[config.mk]
export PLATFORM = sky130hd
export DESIGN_NAME = dhb_bridge
export DESIGN_NICKNAME = d
export VERILOG_FILES = /design/src/inc/dhb_pkg.sv /design/src/hw/dhb_bridge.sv /design/src/hw/dhb_host_seq.sv
export SDC_FILE = /design/constraint.sdc
export NUM_CORES = 1
export LEC_CHECK = 0
export BUFFER_PORTS_ARGS = -buffer_cell sky130_fd_sc_hd__buf_2
export CORE_ASPECT_RATIO = 1.75
export CORE_UTILIZATION = 40
export CTS_CLUSTER_SIZE = 10
export DETAILED_ROUTE_END_ITERATION = 7
export PLACE_DENSITY = 0.64
export SYNTH_ARGS = -nofsm -noshare
export SYNTH_HDL_FRONTEND = slang
export SYNTH_SLANG_ARGS = --single-unit
[constraint.sdc]
create_clock -name clock_i -period 4.9 [get_ports clock_i]
set_input_delay 0.245 -clock clock_i [delete_from_list [all_inputs] [get_ports clock_i]]
set_output_delay 0.245 -clock clock_i [all_outputs]
set_load 0.01 [all_outputs]
[src/inc/dhb_pkg.sv]
// shared constants and carriers for the dcr host bridge
package dhb_pkg;
    // direct register index (low dcr address bits)
    localparam logic [1:0] REG_UPPER = 2'h0;
    localparam logic [1:0] REG_LOWER = 2'h1;
    localparam logic [1:0] REG_CMD   = 2'h2;
    localparam logic [1:0] REG_RDY   = 2'h3;
    localparam int         DCR_AW    = 10;
    localparam int         IDX_W     = 2;
    // command register fields, little-endian position (big-endian 31-n)
    localparam int         CMD_WE_BIT = 15;   // big-endian bit 16
    localparam int         CMD_CODE_W = 10;   // big-endian bits 22:31
    localparam logic [31:0] CMD_MASK  = 32'h0000_83FF;
    // address code ranges and singles
    localparam logic [9:0] FAB_A_LO  = 10'h000;
    localparam logic [9:0] FAB_A_HI  = 10'h02F;
    localparam logic [9:0] FAB_B_LO  = 10'h040;
    localparam logic [9:0] FAB_B_HI  = 10'h04F;
    localparam logic [9:0] MAC_LO    = 10'h200;
    localparam logic [9:0] MAC_HI    = 10'h390;
    localparam logic [9:0] CODE_IRST = 10'h3A0;
    localparam logic [9:0] CODE_IREN = 10'h3A4;
    localparam logic [9:0] CODE_MWH  = 10'h3B0;
    localparam logic [9:0] CODE_MDIO = 10'h3B4;
    // general address table word 1 host address (read gives two words)
    localparam logic [9:0] GAT_W1    = 10'h38C;
    // ready / event bit positions (little-endian; big-endian 25..31)
    localparam int RDY_CFG_WR = 6;
    localparam int RDY_CFG_RD = 5;
    localparam int RDY_AF_WR  = 4;
    localparam int RDY_AF_RD  = 3;
    localparam int RDY_MD_WR  = 2;
    localparam int RDY_MD_RD  = 1;
    localparam int RDY_FAB_RD = 0;
    localparam int RDY_SUM    = 16;   // big-endian bit 15
    localparam int KIND_W     = 7;
    localparam logic [6:0]  RDY_IDLE  = 7'h7F;
    localparam logic [6:0]  EVT_RESET = 7'h00;
    localparam logic [15:0] MWH_RESET = 16'h0000;
    localparam logic [31:0] WORD_ZERO = 32'h0000_0000;
    // host bus request toward the mac configuration logic
    typedef struct packed {
        logic        req;
        logic        miim_sel;
        logic [1:0]  opcode;
        logic [9:0]  addr;
        logic [31:0] wr_data;
    } dhb_host_req_s;
    typedef enum logic [1:0] {
        HK_CFG,
        HK_FAB,
        HK_MDIO
    } dhb_host_kind_e;
    // big-endian bit n is vector bit 31-n, which is host bit 31-n: a straight
    // wire, kept in one function so every crossing point stays marked
    function automatic logic [31:0] dhb_swap(input logic [31:0] v);
        logic [31:0] r;
        r = WORD_ZERO;
        for (int i = 0; i < 32; i++) begin
            r[i] = v[i];
        end
        return r;
    endfunction
endpackage

[src/hw/dhb_bridge.sv]
// dcr to mac host bus bridge with four directly addressed registers
`timescale 1ns/10ps
module dhb_bridge
    import dhb_pkg::*;
#(
    parameter logic [DCR_AW-IDX_W-1:0] BRIDGE_BASE_ATTRIBUTE = 8'h00
) (
    input  wire logic              clock_i,
    input  wire logic              rst_n_i,
    input  wire logic              bus_select_strap_i,
    input  wire logic              dcr_read_i,
    input  wire logic              dcr_write_i,
    input  wire logic [DCR_AW-1:0] dcr_abus_i,
    input  wire logic [31:0]       dcr_dbus_i,
    input  wire logic [31:0]       host_rd_data_i,
    input  wire logic              host_miim_rdy_i,
    output logic [31:0]            dcr_dbus_o,
    output logic                   dcr_ack_o,
    output dhb_host_req_s          host_o,
    output logic                   host_done_irq_o
);
    // big-endian register images
    logic [31:0]  upper_data_word_r;
    logic [31:0]  lower_data_word_r;
    logic [31:0]  bridge_command_reg_r;
    logic [6:0]   done_event_flags_r;
    logic [6:0]   done_event_mask_r;
    logic [15:0]  mgmt_write_hold_r;
    logic [6:0]   busy_kind_r;
    logic         busy_r;
    logic         strap_r;

    // sample the strap every cycle after reset release; sel_hit follows it one cycle late
    always_ff @(posedge clock_i or negedge rst_n_i) begin
        if (!rst_n_i) begin
            strap_r <= 1'b0;
        end else begin
            strap_r <= bus_select_strap_i;
        end
    end

    // address decode
    wire          sel_hit = strap_r &&
        (dcr_abus_i[DCR_AW-1:IDX_W] == BRIDGE_BASE_ATTRIBUTE);
    wire [1:0]    reg_idx = dcr_abus_i[IDX_W-1:0];
    wire [31:0]   lower_le   = dhb_swap(lower_data_word_r);
    wire [31:0]   cmd_reg_le = dhb_swap(bridge_command_reg_r);
    wire          wr_hit  = sel_hit && dcr_write_i && !dcr_ack_o;
    wire          rd_hit  = sel_hit && dcr_read_i && !dcr_ack_o;
    wire          cmd_wr  = wr_hit && (reg_idx == REG_CMD);

    // command decode on the incoming word (little-endian view)
    wire [31:0]   cmd_le   = dhb_swap(dcr_dbus_i);
    wire          cmd_we   = cmd_le[CMD_WE_BIT];
    wire [9:0]    cmd_code = cmd_le[CMD_CODE_W-1:0];
    wire          is_fab   = (cmd_code <= FAB_A_HI) ||
        (cmd_code >= FAB_B_LO && cmd_code <= FAB_B_HI);
    wire          is_mac   = cmd_code >= MAC_LO && cmd_code <= MAC_HI;
    wire          is_irst  = cmd_code == CODE_IRST;
    wire          is_iren  = cmd_code == CODE_IREN;
    wire          is_mwh   = cmd_code == CODE_MWH;
    wire          is_mdio  = cmd_code == CODE_MDIO;
    wire          is_af    = cmd_code >= 10'h380 && is_mac;
    // fabric registers are read only; a write there is a stray command
    wire          host_go  = cmd_wr && !busy_r &&
        ((is_fab && !cmd_we) || is_mac || is_mdio);
    wire          local_go = cmd_wr && !busy_r &&
        (is_irst || is_iren || is_mwh);
    wire          two_word = !cmd_we &&
        (is_fab || cmd_code == GAT_W1);

    // one-hot kind of access, used for ready and done event bits
    wire [6:0]    go_kind =
        is_mdio ? (cmd_we ? 7'h04 : 7'h02) :
        is_fab  ? 7'h01 :
        is_af   ? (cmd_we ? 7'h10 : 7'h08) :
                  (cmd_we ? 7'h40 : 7'h20);
    wire [6:0]    rdy_bits = RDY_IDLE & ~busy_kind_r;
    wire          rdy_sum  = &rdy_bits;
    wire [31:0]   rdy_le   = {15'h0000, rdy_sum, 9'h000, rdy_bits};

    wire          seq_done;
    wire [31:0]   seq_w0;
    wire [31:0]   seq_w1;
    wire [31:0]   host_wdata = is_mdio ?
        {16'h0000, mgmt_write_hold_r} :
        dhb_swap(lower_data_word_r);
    wire dhb_host_kind_e seq_kind = is_mdio ? HK_MDIO :
        (is_fab ? HK_FAB : HK_CFG);

    dhb_host_seq u_seq (
        .clock_i    (clock_i),
        .rst_n_i    (rst_n_i),
        .start_i    (host_go),
        .kind_i     (seq_kind),
        .write_i    (cmd_we),
        .two_word_i (two_word),
        .addr_i     (cmd_code),
        .wr_data_i  (host_wdata),
        .rd_data_i  (host_rd_data_i),
        .miim_rdy_i (host_miim_rdy_i),
        .host_o     (host_o),
        .done_o     (seq_done),
        .word0_o    (seq_w0),
        .word1_o    (seq_w1)
    );

    // read mux, answered on the ack cycle
    wire [31:0]   rd_mux =
        (reg_idx == REG_UPPER) ? upper_data_word_r :
        (reg_idx == REG_LOWER) ? lower_data_word_r :
        (reg_idx == REG_CMD)   ? bridge_command_reg_r :
                                 dhb_swap(rdy_le);

    // dcr slave handshake: ack one cycle after a hit, dropped next cycle
    always_ff @(posedge clock_i or negedge rst_n_i) begin
        if (!rst_n_i) begin
            dcr_ack_o  <= 1'b0;
            dcr_dbus_o <= WORD_ZERO;
        end else begin
            dcr_ack_o  <= wr_hit || rd_hit;
            dcr_dbus_o <= rd_hit ? rd_mux : dcr_dbus_i;
        end
    end

    // command register and busy tracking
    always_ff @(posedge clock_i or negedge rst_n_i) begin
        if (!rst_n_i) begin
            bridge_command_reg_r <= WORD_ZERO;
            busy_r               <= 1'b0;
            busy_kind_r          <= EVT_RESET;
        end else begin
            if (cmd_wr && !busy_r) begin
                bridge_command_reg_r <= dhb_swap(cmd_le & CMD_MASK);
            end
            if (host_go) begin
                busy_r      <= 1'b1;
                busy_kind_r <= go_kind;
            end else if (seq_done) begin
                busy_r      <= 1'b0;
                busy_kind_r <= EVT_RESET;
            end
        end
    end

    // data words: dcr writes, indirect reads and local targets
    always_ff @(posedge clock_i or negedge rst_n_i) begin
        if (!rst_n_i) begin
            upper_data_word_r <= WORD_ZERO;
            lower_data_word_r <= WORD_ZERO;
            mgmt_write_hold_r <= MWH_RESET;
            done_event_mask_r <= EVT_RESET;
        end else begin
            if (wr_hit && reg_idx == REG_UPPER && !busy_r) begin
                upper_data_word_r <= dcr_dbus_i;
            end
            if (wr_hit && reg_idx == REG_LOWER && !busy_r) begin
                lower_data_word_r <= dcr_dbus_i;
            end
            if (seq_done && !cmd_reg_le[CMD_WE_BIT]) begin
                lower_data_word_r <= dhb_swap(seq_w0);
                if (busy_kind_r[RDY_FAB_RD] ||
                    cmd_reg_le[CMD_CODE_W-1:0] == GAT_W1) begin
                    upper_data_word_r <= dhb_swap(seq_w1);
                end
            end
            if (local_go) begin
                if (is_irst && !cmd_we) begin
                    lower_data_word_r <=
                        dhb_swap({25'h0000000, done_event_flags_r});
                end else if (is_iren && cmd_we) begin
                    done_event_mask_r <= lower_le[KIND_W-1:0];
                end else if (is_iren) begin
                    lower_data_word_r <=
                        dhb_swap({25'h0000000, done_event_mask_r});
                end else if (is_mwh && cmd_we) begin
                    mgmt_write_hold_r <= lower_le[15:0];
                end else if (is_mwh) begin
                    lower_data_word_r <=
                        dhb_swap({16'h0000, mgmt_write_hold_r});
                end
            end
        end
    end

    // done events: a new completion wins over a clearing write
    wire          irst_wr = local_go && is_irst && cmd_we;
    wire [6:0]    clr_bits = irst_wr ? lower_le[KIND_W-1:0] : EVT_RESET;
    wire [6:0]    set_bits = seq_done ?
        (busy_kind_r & done_event_mask_r) : EVT_RESET;
    always_ff @(posedge clock_i or negedge rst_n_i) begin
        if (!rst_n_i) begin
            done_event_flags_r <= EVT_RESET;
            host_done_irq_o    <= 1'b0;
        end else begin
            done_event_flags_r <= (done_event_flags_r & ~clr_bits) | set_bits;
            host_done_irq_o    <= |((done_event_flags_r & ~clr_bits) |
                                    set_bits);
        end
    end

    // checks
    a_busy_refuses: assert property (@(posedge clock_i) disable iff (!rst_n_i)
        busy_r && cmd_wr |=> $stable(bridge_command_reg_r))
        else $error("command taken while busy");
    a_ready_summary: assert property (@(posedge clock_i) disable iff (!rst_n_i)
        busy_r |-> !rdy_sum)
        else $error("summary ready high while busy");
    a_go_clears_rdy: assert property (@(posedge clock_i) disable iff (!rst_n_i)
        host_go |=> busy_kind_r != EVT_RESET)
        else $error("ready bit not cleared on start");
    a_ack_follows: assert property (@(posedge clock_i) disable iff (!rst_n_i)
        (wr_hit || rd_hit) |=> dcr_ack_o ##1 !dcr_ack_o)
        else $error("dcr ack not one cycle");
    a_mac_addr_code: assert property (@(posedge clock_i) disable iff (!rst_n_i)
        host_go && is_mac |=> ##1 host_o.addr == $past(cmd_code, 2))
        else $error("host address differs from code");
    a_stray_quiet: assert property (@(posedge clock_i) disable iff (!rst_n_i)
        cmd_wr && !busy_r && !(is_fab || is_mac || is_mdio || is_irst ||
        is_iren || is_mwh) |=> !busy_r && $stable(lower_data_word_r))
        else $error("stray code had an effect");
    a_cfg_done_time: assert property (@(posedge clock_i) disable iff (!rst_n_i)
        host_go && !is_mdio |-> ##[2:3] seq_done)
        else $error("config access did not finish in time");
    a_mdio_select: assert property (@(posedge clock_i) disable iff (!rst_n_i)
        host_go && is_mdio |=> host_o.miim_sel ##1 host_o.req)
        else $error("mdio access not launched");
    a_fab_no_write: assert property (@(posedge clock_i) disable iff (!rst_n_i)
        cmd_wr && is_fab && cmd_we && !busy_r |=> !busy_r)
        else $error("fabric write started a host access");
    a_cfg_write_op: assert property (@(posedge clock_i) disable iff (!rst_n_i)
        host_go && cmd_we && !is_mdio |=> host_o.opcode == 2'h1)
        else $error("config write not flagged on host");
endmodule

[src/hw/dhb_host_seq.sv]
// host bus sequencer: drives one host access and reports completion
`timescale 1ns/10ps
module dhb_host_seq
    import dhb_pkg::*;
(
    input  wire logic          clock_i,
    input  wire logic          rst_n_i,
    input  wire logic          start_i,
    input  wire dhb_host_kind_e kind_i,
    input  wire logic          write_i,
    input  wire logic          two_word_i,
    input  wire logic [9:0]    addr_i,
    input  wire logic [31:0]   wr_data_i,
    input  wire logic [31:0]   rd_data_i,
    input  wire logic          miim_rdy_i,
    output dhb_host_req_s      host_o,
    output logic               done_o,
    output logic [31:0]        word0_o,
    output logic [31:0]        word1_o
);
    typedef enum {S_IDLE, S_W0, S_W1, S_MREQ, S_MWAIT} dhb_seq_e;
    dhb_seq_e      state_r;
    logic          two_r;
    logic          wr_r;
    logic          miim_q_r;
    logic          miim_s_r;
    logic [1:0]    hold_r;
    // cycles for the ready drop to cross the mac and both sync flops
    localparam logic [1:0] RDY_SETTLE = 2'h3;

    // mdio ready comes from the mac clock side: two flops first
    always_ff @(posedge clock_i or negedge rst_n_i) begin
        if (!rst_n_i) begin
            miim_q_r <= 1'b1;
            miim_s_r <= 1'b1;
        end else begin
            miim_q_r <= miim_rdy_i;
            miim_s_r <= miim_q_r;
        end
    end

    // config reads return data the edge after the address; hold low 2 cycles
    always_ff @(posedge clock_i or negedge rst_n_i) begin
        if (!rst_n_i) begin
            state_r <= S_IDLE;
            host_o  <= '0;
            done_o  <= 1'b0;
            word0_o <= WORD_ZERO;
            word1_o <= WORD_ZERO;
            two_r   <= 1'b0;
            wr_r    <= 1'b0;
            hold_r  <= 2'h0;
        end else begin
            done_o      <= 1'b0;
            host_o.req  <= 1'b0;
            case (state_r)
                S_IDLE: begin
                    if (start_i) begin
                        two_r          <= two_word_i;
                        wr_r           <= write_i;
                        host_o.addr    <= addr_i;
                        host_o.wr_data <= wr_data_i;
                        host_o.miim_sel <= (kind_i == HK_MDIO);
                        host_o.opcode  <= write_i ? 2'h1 : 2'h2;
                        state_r <= (kind_i == HK_MDIO) ? S_MREQ : S_W0;
                    end
                end
                S_W0: begin
                    host_o.opcode <= 2'h2;  // drop write enable after 1 cycle
                    word0_o <= rd_data_i;
                    state_r <= S_W1;
                    if (wr_r) begin
                        host_o.miim_sel <= 1'b1;  // park between accesses
                        done_o  <= 1'b1;
                        state_r <= S_IDLE;
                    end
                end
                S_W1: begin
                    if (two_r) begin
                        word1_o <= rd_data_i;
                    end
                    // select low for exactly two cycles on a read
                    host_o.miim_sel <= 1'b1;
                    done_o  <= 1'b1;
                    state_r <= S_IDLE;
                end
                S_MREQ: begin
                    host_o.req <= 1'b1;
                    hold_r     <= RDY_SETTLE;
                    state_r    <= S_MWAIT;
                end
                S_MWAIT: begin
                    // stale synced ready would end the frame at once
                    if (hold_r != 2'h0) begin
                        hold_r <= hold_r - 2'h1;
                    end else if (miim_s_r) begin
                        word0_o <= {16'h0000, rd_data_i[15:0]};
                        done_o  <= 1'b1;
                        state_r <= S_IDLE;
                    end
                end
                default: state_r <= S_IDLE;
            endcase
        end
    end
endmodule

Word level (Yosys, flattened, before mapping) --
Cells that the tools add are included.
Word-level totals: bits of input ports 80, register bits after elaboration 297, output and inout bits 80, logic and storage cells 166
Operators by class: equal/unequal tests 18, multiplexer cells 51, $lt $le $gt $ge 6, bitwise gates (word level) 8, $add $sub $neg 1, reductions and logical operators 56
Operators with widths (number):
- 32-bit two-way mux | 20
- 32-bit case mux with 4 select lines | 1
- 32-bit by 2-bit equality test with 1-bit output (second input constant) | 2
- 32-bit case mux with 2 select lines | 1
- 10-bit equality test (second input constant) | 6
- 7-bit two-way mux | 8
- 45-bit two-way mux | 1
- 32-bit by 1-bit equality test with 1-bit output (second input constant) | 1
- 32-bit by 3-bit equality test with 1-bit output (second input constant) | 1
- 32-bit logical NOT | 1
- 1-bit logical AND | 24
- 10-bit >= comparator (second input constant) | 2
- 17-bit two-way mux | 1
- 7-bit AND | 2
- 7-bit NOT | 2
- 3-bit AND reduction | 4
- 10-bit by 7-bit >= comparator with 1-bit output (second input constant) | 1
- 10-bit <= comparator (second input constant) | 1
- 10-bit by 6-bit <= comparator with 1-bit output (second input constant) | 1
- 10-bit by 7-bit <= comparator with 1-bit output (second input constant) | 1
- 2-bit two-way mux | 5
- 2-bit nonzero test | 5
- 8-bit logical NOT | 1
- 1-bit logical OR | 8
- 19 further kinds | 40

Logic depth before layout (Yosys ltp) --
Gate-level depths: netlist of the first run.
word-level depth 14, depth in mapped cells 9, gate-level depth less buffers 6

Modules after synthesis --
A second synthesis of the first run with hierarchy kept.
Second synthesis, totals: cell total of the unflattened synthesis 1110, area total of the unflattened synthesis 12400.6 um2
By module, submodules not included:
- dhb_bridge | cells each 735, instances 1, area each 7843.8 um2, seq. area each 3703.6 um2
- dhb_host_seq | cells each 375, instances 1, area each 4556.9 um2, seq. area each 3005.4 um2

Worst setup path after synthesis of the first run --
No wires, ideal clock.
path type register to register, start point reg dcr_ack_o, end point reg mgmt_write_hold_r[10], required time 4775 ps, arrival 2323 ps, buffers on the path 2, clock period less this slack 2448 ps, setup slack 2452 ps, library setup time 125 ps, stages on the path, launching flop included 8, path through dfrtp_1 > or4b_1 > or4_1 > buf_2 > nor2_8 > nand4b_4 > buf_6 > mux2_4
Between the ends: word-level cells in the longest chain between the ends 6
Ends and longest elaborated chain:
- start: declaration | RTL line dhb_bridge.sv:18 | output logic dcr_ack_o,
- start signal: assignment | RTL line dhb_bridge.sv:121 | dcr_ack_o <= wr_hit || rd_hit;
- 1-bit logical NOT | RTL line dhb_bridge.sv:48 | wire wr_hit = sel_hit && dcr_write_i && !dcr_ack_o;
- 1-bit logical AND | RTL line dhb_bridge.sv:48
- 1-bit logical AND | RTL line dhb_bridge.sv:50 | wire cmd_wr = wr_hit && (reg_idx == REG_CMD);
- 1-bit logical AND (2 in series) | RTL line dhb_bridge.sv:67 | wire local_go = cmd_wr && !busy_r &&
- 5-bit AND reduction (no line)
- end signal: assignment | RTL line dhb_bridge.sv:177 | mgmt_write_hold_r <= lower_le[15:0];
- end: declaration | RTL line dhb_bridge.sv:28 | logic [15:0] mgmt_write_hold_r;
Every way passes these cells. A chain may end at the register's enable or synchronous reset.

Final worst setup path of the first run --
start point reg dcr_ack_o, end point reg mgmt_write_hold_r[11]
Same word-level chain as after synthesis.

==> flow_summary.toml, run 1 <==
[yosys]
yosysWarnings = 0
netlist_top_cells_count = "266 x dfrtp_1, 204 x nand2_1, 81 x nor2_1, 77 x mux2_2, 70 x mux2i_1"
syn_area_um2 = 12200
synthFlopType = "dfrtp_1"
netlist_instances = 1136
synth_seq_area_share = 0.552
yosys_register_bits = 268
yosys.cell_count.top_type = "dfrtp_1"
yosys.area.top_type = "dfrtp_1"
synth-edff-count = 0
synthTopCellsByArea = "dfrtp_1 55%, mux2_2 7.1%, nand2_1 6.3%"
syn_avg_cell_area_um2 = 10.7
async_reset_ff_frac = 1.00
synth_top_area_frac = 0.548
netlist-cell-type-count = 65
synth_fp_nets = 1217

[placed_design]
io_buffers = 159
gp_congestion = 0.893
dp_hpwl_um = 24200

[detailed_routing]
firstDrtPassIters = 6
drtIter0Drc = 534
postRouteAntennaNets = 0
drc = 0
wire_per_inst_um = 21.3
wl_um = 36600
via_per_inst = 5.51
vias = 9475

[floorplan]
die_y_um = 233
core_um2 = 30000
initial_core_util = 0.406
die_x_um = 134
rows = 84
ioPinCount = 160
die_area_um2 = 31100

[pwr]
p_leak_nw = 7.38
powerDensity_nw_per_um2 = 304
vdd_ir_drop_max_uv = 261
power.total_mw = 4.48

[critical_path]
worstSetupStartpointType = "register"
cp_max_fo = 16
crit_slowest_cell = "or4_1"
crit_start = "dcr_ack_o"
slowest_delay_ns = 0.81
critPathArrivalTime_ns = 3.53
rr_startpoint = "dcr_ack_o"
r2r_setup_slack_ns = 1.81
cp_top_family = "simple AND/OR/NAND/NOR gates"
crit_type = "reg2reg"
worstSetupEndpointType = "register"
r2r_end = "mgmt_write_hold_r[11]"
worstPathCellList = "or4b_1, or4_1, nor2_8, nand4b_4, mux2_4"
worst-r2r-cell-count = 5
critPathBufInv = 0
worst_ep_required_time_ns = 5.33

[cts]
postCtsResizedCells = 0
cts_buffer_depth = 3
insertion_delay_ns = 0.56
clk_pin_slew_ns = 0.06
ctsHoldBuffers = 60
root_buffer = "clkbuf_16"
post-cts-setup-buffers = 0
numCtsBuffers = 30
cts_sinks = 268
cts.htree.levels = 1
cts_tree = "yes"

[cells_and_area]
diodes = 0
layout-drive-gt1-share = 0.239
syn_to_final_growth_pct = 21.2
fin_util = 0.492
nets = 1401

[hold_path]
hold_path_class = "in2reg"
hold_path_end = "dcr_dbus_o[20]"
whs_path_depth = 3
hp-start = "dcr_dbus_i[20]"

[grt]
gr-total-overflow = 0
grt_util_all_layers = 0.239
grt_pass1_vias = 9772
antenna_found_initial = 1
grt_max_degree = 168
grt_pass1_wl_um = 56800

[sta]
drv_slew = 0
setup_viol = 0
hold_ws_ns = 0.00868
period_share = 0.632
skew_ns = 0.0175
max_freq_mhz = 323
worst_slew_pin_slew_ns = 1.17
tns_ns = 0
rsz0062_at_grt = "false"
relSlewSlack = 0.217
timing.final.hold_violations = 0
min_period_ns = 3.09

[flow_run]
cap_violations = 0

[status]
status = "complete, no violations"
==> cell type report <==
cell class / instances / area (um2)
fill: 2758 / 15200
sequential: 268 / 6710
multi-input combinational: 757 / 5060
timing repair buffer: 237 / 1550
clock buffer: 44 / 825
tap: 387 / 484
inverter: 26 / 97.6
==> flip-flops by register name, indices dropped and copies added, names as in the netlist, 2 cells and up <==
register	count
u_seq.state_r	3
u_seq.word0_o	32
mgmt_write_hold_r	16
bridge_command_reg_r	11
busy_kind_r	7
dcr_dbus_o	32
u_seq.host_o	46
u_seq.hold_r	2
done_event_flags_r	7
u_seq.word1_o	32
lower_data_word_r	32
done_event_mask_r	7
upper_data_word_r	32
==> cells in the final DEF (no fill, tap or decap), types with 5 or more instances in the layout <==
cell type        n
mux4_2           7
clkbuf_1        13
buf_2          158
a31oi_1          9
o22ai_1         16
a211o_1          6
nor2_1          79
nand2_1        203
inv_1           26
nor3_1          26
a22oi_1          8
clkbuf_16       31
a21oi_1         24
or4_1            6
a22o_1          35
o21ai_0         68
mux2i_1         70
buf_4           17
nand3b_1         6
dlygate4sd3_1   60
dfrtp_1        266
mux2_2          77
mux2_4           5
o31ai_1         25
==> worst max path at each step <==
stage | end | slack (ns) | cells after the start
2_1_floorplan | mgmt_write_hold_r[10] | 2.45 | 7
3_3_place_gp | mgmt_write_hold_r[14] | 1.81 | 6
3_5_place_dp | mgmt_write_hold_r[11] | 1.77 | 6
4_1_cts | mgmt_write_hold_r[11] | 1.81 | 5
5_1_grt | lower_data_word_r[10] | 1.72 | 5
6_report | mgmt_write_hold_r[11] | 1.81 | 5
==> report_power, final <==
part	internal, mW	switching [mW]	leakage (nW)
sequential	2.23	0.00548	3.31
clock	1.14	0.858	0.397
combinational	0.0984	0.154	3.67
==> worst register-to-register path, delay by kind of cell (launching register included) <==
family	cells	cell delay, ns
simple gates	4	2.14
mux	1	0.45
flops	1	0.38
==> kinds of logic after synthesis <==
group	synth area share
buf+inv	0.0361
compound gates	0.125
mux	0.149
flops	0.552
fa+ha+maj	0.00185
simple gates	0.136
==> metrics by stage <==
stage               setup slack [ns]  cell area, um2  std cells
finish                          1.81           14700       1719
global route                    1.72           14700       1719
CTS                             1.81           14700       1719
detailed placement              1.77           13300       1615
global placement                1.81           13300       1615
floorplan                       2.45           12200       1136
==> routing by layer <==
layer	up-vias	GRT usage	part of all wire
met2	329	0.435	0.53
met1	4706	0.278	0.38
met3	75	0.0301	0.053
met5	-	0	0.00022
li1	4363	-	-
met4	2	0.107	0.039
Note: power is estimated with default switching activity, not from simulation.
==> run 2: changes to the inputs <==
Settings changed: PLACE_DENSITY 0.64 to 0.66.
Clock period 4.9 ns to 2.7 ns, I/O delays scaled along.
==> run 2 against run 1 <==
Net effect:
- register-to-register slack lost 1.7 ns
- sequential share of layout area shrank 1.2 points
- sequential power grew 82%
- global-route usage rose by 0.35 points
- combinational power increased by 95%
- clock-buffer cell count down 3
- critical path depth increased by 1
- wire length up 0.60%
- largest power group unchanged
==> flow_summary.toml, run 2 (synthesis gave the netlist of run 1 again) <==
[cts]
post-cts-setup-buffers = 0
cts_tree = "yes"
numCtsBuffers = 30
clk_pin_slew_ns = 0.06
postCtsResizedCells = 0
cts.htree.levels = 1
root_buffer = "clkbuf_16"
cts_sinks = 268
insertion_delay_ns = 0.56
cts_buffer_depth = 3

[critical_path]
worst_ep_required_time_ns = 3.14
worstSetupStartpointType = "register"
crit_top_cell = "buf_4"
worstSetupEndpointType = "register"
worstPathCellList = "or4b_1, buf_4, nor3_1, nand2_2, buf_4, o31ai_1"
cp_max_fo = 23
critPathBufInv = 2
crit_type = "reg2reg"
slowest_delay_ns = 0.58
crit_slowest_cell = "or4b_1"
cp_top_family = "simple AND/OR/NAND/NOR gates"
critPathArrivalTime_ns = 3.05

[cells_and_area]
final_cell_mix = "266 x dfrtp_1, 203 x nand2_1, 158 x buf_2, 80 x nor2_1, 77 x mux2_2"
layout-drive-gt1-share = 0.257
nets = 1443
fill_cells = 2726
syn_to_final_growth_pct = 24.6
largest-register = "u_seq.host_o"
final_common_cell = "dfrtp_1"
largest_reg_flops = 46
fin_util = 0.506

[sta]
timing.final.hold_violations = 0
worst_slew_pin_slew_ns = 0.834
rsz0062_at_grt = "false"
setup_viol = 0
tns_ns = 0
max_freq_mhz = 383
hold_ws_ns = 0.0494
min_period_ns = 2.61
drv_slew = 0
relSlewSlack = 0.444
skew_ns = 0.0118
period_share = 0.967

[grt]
grt_pass1_wl_um = 57600
gr-total-overflow = 0
grt.busiest_layer = "met2"
grt_pass1_vias = 10000
met3_usage = 0.0303
use_met1 = 0.278
use_met2 = 0.430
antenna_found_initial = 2
grt_util_all_layers = 0.243
grt_max_degree = 77

[detailed_routing]
drc = 0
vias = 9701
firstDrtPassIters = 5
wire_per_inst_um = 20.9
via_per_inst = 5.51
postRouteAntennaNets = 0
drtIter0Drc = 660
wl_um = 36800

[floorplan]
die_y_um = 233
rows = 84
core_um2 = 30000
die_x_um = 134
die_area_um2 = 31100
initial_core_util = 0.406
ioPinCount = 160

[pwr]
p_leak_nw = 7.60
powerDensity_nw_per_um2 = 536
vdd_ir_drop_max_uv = 471

[status]
status = "complete, no violations"

[hold_path]
hold_path_class = "in2reg"

[placed_design]
dp_hpwl_um = 25200
io_buffers = 159
gp_congestion = 0.908

[flow_run]
cap_violations = 0
## run 2: what timing repair did
action                                  in CTS  in global routing
endpoints found under the setup margin       0                  0
hold buffers                                66                  0
hold endpoints to repair                   208                  0
## run 2: worst reg2reg max path: stages (launching register included)
cell and delay (ns):
dfrtp_1 0.38, or4b_1 0.58, buf_4 0.19, nor3_1 0.38, nand2_2 0.30, buf_4 0.31
o31ai_1 0.35
## run 2: layout make-up
| type | instances | area (um2) | share of cell area |
|---|---|---|---|
| tap | 387 | 484 | 0.0320 |
| clock buffer | 41 | 792 | 0.0523 |
| multi-input combinational | 757 | 5060 | 0.334 |
| clock inverter | 1 | 16.3 | 0.00107 |
| timing repair buffer | 279 | 1980 | 0.131 |
| antenna | 2 | 5.00 | 0.000330 |
| sequential | 268 | 6710 | 0.443 |
| inverter | 26 | 97.6 | 0.00644 |
## run 2: stage by stage
| stage | area, um2 | cells | setup slack, ns | power [mW] |
|---|---|---|---|---|
| after floorplan | 12200 | 1136 | 0.252 | 4.27 |
| after global placement | 13700 | 1651 | 0.100 | 4.54 |
| after detailed placement | 13700 | 1651 | 0.102 | 4.55 |
| after CTS | 15100 | 1759 | 0.0896 | 8.22 |
| after global routing | 15100 | 1761 | 0.00613 | 8.41 |
| final | 15100 | 1761 | 0.0892 | 8.12 |
## run 2: metal layers
layer,up-vias,share of wire
li1,4449,-
met1,4795,0.37
met2,356,0.52
met3,101,0.052
met4,0,0.054
met5,-,0
## run 2: final timing paths
| kind | cells after the start | to | from | slack (ns) |
|---|---|---|---|---|
| min | 4 | bridge_command_reg_r[9] | dcr_dbus_i[9] | 0.05 |
| min reg2reg | 0 | u_seq.miim_s_r | u_seq.miim_q_r | 0.35 |
| max in group asynchronous | 3 | u_seq.miim_q_r | rst_n_i | 1.76 |
| max | 6 | dcr_dbus_o[31] | dcr_ack_o | 0.09 |
| min in group asynchronous | 2 | u_seq.host_o[8] | rst_n_i | 0.15 |
| max reg2reg | 6 | dcr_dbus_o[31] | dcr_ack_o | 0.09 |
## run 2: where the power goes
part           internal (mW)  switching, mW
combinational          0.203          0.290
clock                   2.00           1.57
sequential              4.05        0.00789
